[src/lsirq_cfg.svh]
// Constants for the load switch interrupt mask block: offsets, reset values, bit positions.
// Assumes a 32-bit APB register bus with byte addresses.
`ifndef LSIRQ_CFG_SVH
`define LSIRQ_CFG_SVH

`define LSIRQ_ADDR_W 12
`define LSIRQ_DATA_W 32
`define LSIRQ_EVT_W 4

`define LSIRQ_MASK_OFS 12'h000
`define LSIRQ_STAT_OFS 12'h004
`define LSIRQ_LIVE_OFS 12'h008

`define LSIRQ_MASK_RST 4'h0
`define LSIRQ_STAT_RST 4'h0
`define LSIRQ_RDATA_RST 32'h0000_0000
`define LSIRQ_UPPER_ZERO 28'h000_0000
`define LSIRQ_IRQ_IDLE 1'b1

`define LSIRQ_BIT_ILIM1 0
`define LSIRQ_BIT_ILIM2 1
`define LSIRQ_BIT_ILIM3 2
`define LSIRQ_BIT_FAULT1 3

`endif

[src/lsirq_pkg.sv]
// Types shared by the load switch interrupt mask block.
// Assumes lsirq_cfg.svh is on the include path.
`include "lsirq_cfg.svh"

package lsirq_pkg;

   // Event bundle, laid out exactly as the mask and status register bits.
   typedef struct packed {
      logic fault1;
      logic ilim3;
      logic ilim2;
      logic ilim1;
   } evt_t;

   typedef struct packed {
      logic [`LSIRQ_ADDR_W-1:0] paddr;
      logic psel;
      logic penable;
      logic pwrite;
      logic [`LSIRQ_DATA_W-1:0] pwdata;
   } apb_req_t;

   typedef struct packed {
      logic [`LSIRQ_DATA_W-1:0] prdata;
      logic pready;
      logic pslverr;
   } apb_rsp_t;

endpackage : lsirq_pkg
[src/irq_flag_bit.sv]
// One sticky interrupt status flag.
// Assumes set and clr are synchronous to clk; a set in the clearing cycle wins.
`timescale 1ns/1ps
`default_nettype none

module irq_flag_bit (
   // Clock and reset
   input wire logic clk,
   input wire logic rst_n,
   // Control
   input wire logic set,
   input wire logic clr,
   // State
   output logic flag
);

   logic flag_r;
   logic flag_nxt;

   always_comb begin
      flag_nxt = set | (flag_r & ~clr);
   end

   always_ff @(posedge clk) begin
      if (!rst_n) begin
         flag_r <= 1'b0;
      end else begin
         flag_r <= flag_nxt;
      end
   end

   assign flag = flag_r;

   set_wins_a: assert property (@(posedge clk) disable iff (!rst_n) set |=> flag)
      else $error("Event lost while its flag was cleared.");

endmodule : irq_flag_bit

`default_nettype wire

[src/load_switch_irq_mask.sv]
// Interrupt masking for the current-limit events of three load switches and the fault event of switch 1.
// Assumes APB with 32-bit data; event inputs are levels synchronous to clk.
//
// Notes on behaviour
// - Switch 3 current-limit mask is read/write at bit 2, zero after reset.
// - Switch 2 current-limit mask is read/write at bit 1, zero after reset.
// - Switch 1 current-limit mask is read/write at bit 0, zero after reset.
// - An unmasked current-limit event drives the interrupt output low.
// - A masked current-limit event leaves the interrupt output high until its mask is cleared with its status bit still pending.
// - Masks leave monitoring untouched; they act only on the interrupt path.
// - Switch 1 fault mask is read/write at bit 3, like the other masks.
`timescale 1ns/1ps
`default_nettype none
`include "lsirq_cfg.svh"

module load_switch_irq_mask (
   // Clock and reset
   input wire logic clk,
   input wire logic rst_n,
   // Register bus
   input wire lsirq_pkg::apb_req_t apb_req,
   output lsirq_pkg::apb_rsp_t apb_rsp,
   // Monitor events and their unmasked copy
   input wire lsirq_pkg::evt_t evt_in,
   output lsirq_pkg::evt_t monitor_out,
   // Interrupt to the host
   output logic irq_out_n
);
   import lsirq_pkg::*;

   ////////////////////////////////////////////////////////////////////////////////////////////
   // Bus decode.

   logic setup;
   logic access;
   logic hit_mask;
   logic hit_stat;
   logic hit_live;
   logic mapped;

   always_comb begin
      setup = apb_req.psel & ~apb_req.penable;
      access = apb_req.psel & apb_req.penable;
      hit_mask = (apb_req.paddr == `LSIRQ_MASK_OFS);
      hit_stat = (apb_req.paddr == `LSIRQ_STAT_OFS);
      hit_live = (apb_req.paddr == `LSIRQ_LIVE_OFS);
      mapped = hit_mask | hit_stat | hit_live;
   end

   ////////////////////////////////////////////////////////////////////////////////////////////
   // Mask register and monitor copy.

   evt_t mask_r;
   evt_t mask_nxt;
   evt_t live_r;
   evt_t live_nxt;

   always_comb begin
      mask_nxt = mask_r;
      if (access && apb_req.pwrite && hit_mask) begin
         mask_nxt = evt_t'(apb_req.pwdata[`LSIRQ_EVT_W-1:0]);
      end
      // The monitored levels pass through whatever the masks hold.
      live_nxt = evt_in;
   end

   always_ff @(posedge clk) begin
      if (!rst_n) begin
         mask_r <= evt_t'(`LSIRQ_MASK_RST);
         live_r <= evt_t'(`LSIRQ_STAT_RST);
      end else begin
         mask_r <= mask_nxt;
         live_r <= live_nxt;
      end
   end

   assign monitor_out = live_r;

   ////////////////////////////////////////////////////////////////////////////////////////////
   // Sticky status: set by any event, masked or not; cleared by reading it.

   logic [`LSIRQ_EVT_W-1:0] stat;
   logic [`LSIRQ_EVT_W-1:0] stat_clr;
   logic [`LSIRQ_DATA_W-1:0] rdata_r;
   logic [`LSIRQ_DATA_W-1:0] rdata_nxt;
   logic stat_rd_r;
   logic stat_rd_nxt;

   // Only the bits captured in the setup cycle are cleared, so an event that lands
   // between capture and completion stays pending.
   always_comb begin
      stat_clr = '0;
      if (access && !apb_req.pwrite && stat_rd_r) begin
         stat_clr = rdata_r[`LSIRQ_EVT_W-1:0];
      end
   end

   genvar gi;
   generate
      for (gi = 0; gi < `LSIRQ_EVT_W; gi++) begin : g_flag
         irq_flag_bit u_flag (
            .clk(clk),
            .rst_n(rst_n),
            .set(evt_in[gi]),
            .clr(stat_clr[gi]),
            .flag(stat[gi])
         );
      end
   endgenerate

   ////////////////////////////////////////////////////////////////////////////////////////////
   // Read data is captured in the setup cycle, so pready can stand high.

   always_comb begin
      rdata_nxt = rdata_r;
      stat_rd_nxt = stat_rd_r;
      if (setup) begin
         stat_rd_nxt = ~apb_req.pwrite & hit_stat;
         if (apb_req.pwrite) begin
            rdata_nxt = `LSIRQ_RDATA_RST;
         end else if (hit_mask) begin
            rdata_nxt = {`LSIRQ_UPPER_ZERO, mask_r};
         end else if (hit_stat) begin
            rdata_nxt = {`LSIRQ_UPPER_ZERO, stat};
         end else if (hit_live) begin
            rdata_nxt = {`LSIRQ_UPPER_ZERO, live_r};
         end else begin
            rdata_nxt = `LSIRQ_RDATA_RST;
         end
      end
   end

   always_ff @(posedge clk) begin
      if (!rst_n) begin
         rdata_r <= `LSIRQ_RDATA_RST;
         stat_rd_r <= 1'b0;
      end else begin
         rdata_r <= rdata_nxt;
         stat_rd_r <= stat_rd_nxt;
      end
   end

   always_comb begin
      apb_rsp.prdata = rdata_r;
      apb_rsp.pready = 1'b1;
      apb_rsp.pslverr = access & ~mapped;
   end

   ////////////////////////////////////////////////////////////////////////////////////////////
   // Interrupt output: low while any unmasked status bit is pending.

   logic irq_n_r;
   logic irq_n_nxt;
   logic [`LSIRQ_EVT_W-1:0] pend;

   always_comb begin
      pend = stat & ~mask_r;
      irq_n_nxt = ~(|pend);
   end

   always_ff @(posedge clk) begin
      if (!rst_n) begin
         irq_n_r <= `LSIRQ_IRQ_IDLE;
      end else begin
         irq_n_r <= irq_n_nxt;
      end
   end

   assign irq_out_n = irq_n_r;

   ////////////////////////////////////////////////////////////////////////////////////////////
   // Checks.

   mask3_reset_a: assert property (@(posedge clk) !rst_n |=> !mask_r.ilim3)
      else $error("Switch 3 limit mask not zero after reset.");

   mask2_reset_a: assert property (@(posedge clk) !rst_n |=> !mask_r.ilim2)
      else $error("Switch 2 limit mask not zero after reset.");

   mask1_reset_a: assert property (@(posedge clk) !rst_n |=> !mask_r.ilim1)
      else $error("Switch 1 limit mask not zero after reset.");

   mask1_write_a: assert property (@(posedge clk) disable iff (!rst_n)
      (access && apb_req.pwrite && hit_mask) |=>
      (mask_r.ilim1 == $past(apb_req.pwdata[`LSIRQ_BIT_ILIM1])))
      else $error("Switch 1 limit mask did not take written value.");

   mask3_write_a: assert property (@(posedge clk) disable iff (!rst_n)
      (access && apb_req.pwrite && hit_mask) |=>
      (mask_r.ilim3 == $past(apb_req.pwdata[`LSIRQ_BIT_ILIM3])))
      else $error("Switch 3 limit mask did not take written value.");

   mask2_write_a: assert property (@(posedge clk) disable iff (!rst_n)
      (access && apb_req.pwrite && hit_mask) |=>
      (mask_r.ilim2 == $past(apb_req.pwdata[`LSIRQ_BIT_ILIM2])))
      else $error("Switch 2 limit mask did not take written value.");

   irq_assert_a: assert property (@(posedge clk) disable iff (!rst_n)
      (evt_in.ilim1 && !mask_r.ilim1 && !mask_nxt.ilim1) |=> ##1 !irq_out_n)
      else $error("Unmasked event did not pull interrupt low.");

   masked_quiet_a: assert property (@(posedge clk) disable iff (!rst_n)
      ((stat & ~mask_r) == '0) |=> irq_out_n)
      else $error("Interrupt low with only masked events pending.");

   monitor_pass_a: assert property (@(posedge clk) disable iff (!rst_n)
      ##1 (monitor_out == $past(evt_in)))
      else $error("Monitor copy disturbed.");

   fault_mask_a: assert property (@(posedge clk) disable iff (!rst_n)
      (access && apb_req.pwrite && hit_mask) |=>
      (mask_r.fault1 == $past(apb_req.pwdata[`LSIRQ_BIT_FAULT1])))
      else $error("Fault mask did not take written value.");

   fault_reset_a: assert property (@(posedge clk) !rst_n |=> !mask_r.fault1)
      else $error("Fault mask not zero after reset.");

   // Masked or not, every event must still land in its status bit.
   status_sticky_a: assert property (@(posedge clk) disable iff (!rst_n)
      (evt_in != '0) |=> ((stat & $past(evt_in)) == $past(evt_in)))
      else $error("Event did not reach its status bit.");

   irq_release_a: assert property (@(posedge clk) disable iff (!rst_n)
      (!irq_out_n && ((stat & ~mask_r) == '0)) |=> irq_out_n)
      else $error("Interrupt not released with nothing pending.");

endmodule : load_switch_irq_mask

`default_nettype wire

[config.mk]
export PLATFORM = sky130hd
export DESIGN_NAME = load_switch_irq_mask
export DESIGN_NICKNAME = d
export VERILOG_FILES = /design/src/lsirq_pkg.sv /design/src/irq_flag_bit.sv /design/src/load_switch_irq_mask.sv
export VERILOG_INCLUDE_DIRS = /design/src /design/src/src
export SDC_FILE = /design/constraint.sdc
export NUM_CORES = 1
export LEC_CHECK = 0
export BUFFER_PORTS_ARGS = -buffer_cell sky130_fd_sc_hd__buf_2
export CAP_MARGIN = 10
export CORE_AREA = 8 8 64 66
export DETAILED_ROUTE_END_ITERATION = 16
export DIE_AREA = 0 0 72 74
export GPL_TIMING_DRIVEN = 0
export PLACE_DENSITY = 0.87
export SLEW_MARGIN = 15
export SYNTH_ARGS = -nofsm -noshare
export SYNTH_HDL_FRONTEND = slang
export SYNTH_HIERARCHICAL = 1
export SYNTH_SLANG_ARGS = --single-unit
[constraint.sdc]
create_clock -name clk -period 1.7 [get_ports clk]
set_input_delay 0.34 -clock clk [delete_from_list [all_inputs] [get_ports clk]]
set_output_delay 0.34 -clock clk [all_outputs]
set_load 0.05 [all_outputs]
==> impl_metrics.csv <==
group,metric,value,unit
synthesis,synth_cell_types,34,
routing,num_vias,978,
routing,drt_iter0_drc,47,
routing,met3_length,242,um
timing,tns,0,ns
timing,finalHoldViolations,0,
synthesis,synthesis.area,1170,um^2
clock_tree,cts_hold_buf,0,
power_and_ir_drop,p_sw,366,uW
synthesis,synth-seq-cells,18,
cells_and_area,n_fill_cell,326,
cells_and_area,final_nets,248,
floorplan,coreArea,3180,um^2
placed_design,io_buffer_count,33,
timing,min_period,1.58,ns
timing,skew,0.00202,ns
synthesis,avgSynthCellArea,9.04,um^2
clock_tree,cts_resized,0,
critical_path,path_cells,"buf_2, nor4_4, a41oi_2, buf_2",
power_and_ir_drop,p_per_area,651,nW/um^2
critical_path,cp.required,1.36,ns
global_route,grt_max_degree,11,
floorplan,die_h,74,um
placed_design,dp_slack,0.102,ns
power_and_ir_drop,p_seq_share,44.6,%
global_route,grt_pass1_vias,998,
outcome,outcome,"finished clean",
power_and_ir_drop,sw_frac_of_total,36.8,%
global_route,track_usage,9.82,%
critical_path,reg2regPathDepth,4,
clock_tree,cts_buffers,3,
timing,clock.fmax,0.634,GHz
routing,top_layer,"met4",
power_and_ir_drop,p_leak,0.000766,uW
clock_tree,cts_tree,"done",
min_path,hold-path-endpoint,"g_flag[2].u_flag/flag",
clock_tree,clock_latency,0.29,ns
placed_design,place_hpwl,2270,um
job,maxCapViolations,0,
power_and_ir_drop,pwr-share-clk,20.4,%
power_and_ir_drop,max-vdd-ir-drop,0.000297,V
routing,wl_met2,1300,um
synthesis,synthesis.instances,130,
critical_path,cp_top_family,"simple AND/OR/NAND/NOR gates",
critical_path,critical_path_buf_inv_count,2,
critical_path,ff2ff_setup_slack,0.40,ns
min_path,hp-class,"in -> reg",
clock_tree,clock-sinks,18,
power_and_ir_drop,power_frac_comb,35.0,%
routing,drcViolationCount,0,
clock_tree,cts_setup_buffers,0,
power_and_ir_drop,p_int,629,uW
floorplan,io_pins,92,
critical_path,worst_setup_path_start_kind,"input port",
critical_path,r2r-start,"stat_rd_r",
critical_path,slowest_stage,"nor4_4",
cells_and_area,layout-drive-gt1-share,41.5,%
global_route,grt_pass1_wl,4160,um
routing,vias_per_cell,4.09,
floorplan,die-area,5330,um^2
synthesis,yosys_warnings,6,
timing,rsz0062_at_grt,"no",
clock_tree,clock-root-buffer,"clkbuf_4",
global_route,grt-ovfl-total,0,
global_route,antenna_found_initial,0,
routing,wl_per_cell,11.3,um
cells_and_area,antennaDiodeCount,0,
critical_path,arrival,1.24,ns
critical_path,setup.worst_path.end_class,"output port",
critical_path,crit_type,"in -> out",
clock_tree,htree_num_levels,1,
routing,drt_pass1_iterations,4,
timing,final.setup.worst_slack,0.122,ns
routing,ant_nets,0,
min_path,hold_start,"evt_in[2]",
routing,wirelength,2700,um
floorplan,start_util,37.0,%
placed_design,place_congestion,0.810,
timing,setup_violations,0,
clock_tree,clk_pin_slew_worst_paths,0.09,ns
timing,report.final.slew_viol_count,0,
routing,wl_met1,1130,um
cells_and_area,area_growth,30.1,%
synthesis,ys_seq_area_share,30.7,%
critical_path,reg2reg_to,"g_flag[1].u_flag/flag",
clock_tree,clk_path_buf_depth,2,
floorplan,num_rows,21,
critical_path,crit_path_max_incr_delay,0.38,ns
timing,period_share,92.8,%
floorplan,die_width,72,um
critical_path,critPathMostFrequentCell,"buf_2",
critical_path,worstPathMaxFanout,4,
min_path,holdPathStages,2,
-- area by class of cell --
type / count / area, um^2 / area share (%)
multi-input cells: 97 / 634 / 41.5
flip-flops and latches: 18 / 360 / 23.6
plain buffers: 33 / 255 / 16.7
repair buffers: 33 / 165 / 10.8
well taps: 46 / 57.6 / 3.76
inverters: 9 / 33.8 / 2.21
clock buffers: 3 / 22.5 / 1.47
-- Yosys cell counts (all sizes together) --
| master | number | area, um^2 |
|---|---|---|
| nand2 | 15 | 56.3 |
| a22oi | 3 | 22.5 |
| a221o | 3 | 31.3 |
| o21ai | 1 | 5.00 |
| nor2 | 4 | 15.0 |
| clkbuf | 1 | 3.75 |
| and2 | 8 | 50.1 |
| and2b | 1 | 8.76 |
| and4b | 1 | 10.0 |
| nor3b | 2 | 15.0 |
| a222oi | 1 | 10.0 |
| o21a | 4 | 30.0 |
| a21oi | 1 | 5.00 |
| o22ai | 2 | 12.5 |
| buf | 32 | 251 |
| dfxtp | 18 | 360 |
| nand2b | 1 | 6.26 |
| nor2b | 4 | 55.1 |
| and4 | 1 | 8.76 |
| mux2 | 1 | 11.3 |
| nor3 | 1 | 5.00 |
| a221oi | 3 | 32.5 |
| inv | 9 | 33.8 |
| nor4 | 2 | 42.5 |
| a211oi | 1 | 7.51 |
| mux2i | 4 | 40.0 |
| a41oi | 1 | 8.76 |
| conb | 2 | 7.51 |
| nor4bb | 1 | 10.0 |
| nand4 | 2 | 18.8 |
-- through the flow --
step	cell area, um^2	hold slack, ns	std cells	utilization, %	total power [uW]
final	1530	0.263	239	48.1	995
after global routing	1530	0.256	239	48.1	1050
after CTS	1530	0.260	239	48.1	1000
after detailed placement	1510	0.446	236	47.4	799
after global placement	1510	0.436	236	47.4	796
after floorplan	1280	0.427	157	-	738
-- worst reg2reg max path, stage by stage (launching register included) --
cell     delay [ns]
dfxtp_1        0.33
nor3b_1        0.42
and2_1         0.25
nor2b_4        0.05
o21a_1         0.16
-- registers in the layout, summed over array words and instances (netlist names) --
signal              flops
g_flag.u_flag/flag      4
irq_out_n               1
mask_r                  4
monitor_out             4
rdata_r                 4
stat_rd_r               1
-- cell usage in the layout, fill, tap and decap left out, drive strengths merged, types with 3 or more instances in the layout --
master | netlist | final
nor2 | 4 | 4
buf | 32 | 65
nand2 | 15 | 15
inv | 9 | 9
dfxtp | 18 | 18
conb | 2 | 29
nor2b | 4 | 4
and2 | 8 | 8
o21a | 4 | 4
clkbuf | 1 | 4
a221o | 3 | 3
mux2i | 4 | 4
a22oi | 3 | 3
a221oi | 3 | 3
-- kinds of logic after synthesis --
family,share of synthesized area [%]
multiplexers,4.37
other,0.639
AND/OR/NAND/NOR,25.7
AO/OA/AOI/OAI,14.1
buffers and inverters,24.6
flip-flops,30.7
-- power groups by stage --
stage	clock, uW	sequential [uW]	combinational [uW]
finish	203	443	348
global route	234	446	369
floorplan	0	477	261
detailed placement	0	454	346
CTS	212	444	346
global placement	0	453	343
-- worst max path at each step --
stage / from / to / slack, ns / depth (start not counted)
global route: apb_req[44] / apb_rsp[0] / 0.05 / 4
finish: apb_req[40] / apb_rsp[0] / 0.12 / 4
CTS: apb_req[44] / apb_rsp[0] / 0.1 / 4
global placement: apb_req[44] / apb_rsp[0] / 0.12 / 4
floorplan: apb_req[44] / apb_rsp[0] / 0.27 / 2
detailed placement: apb_req[44] / apb_rsp[0] / 0.10 / 4
-- metal layers --
layer | GRT usage [%] | up-vias
li1 | - | 510
met4 | 4.54 | 0
met5 | 0 | -
met3 | 3.50 | 4
met2 | 17.3 | 39
met1 | 10.3 | 425
(Power assumes the default switching activity.)
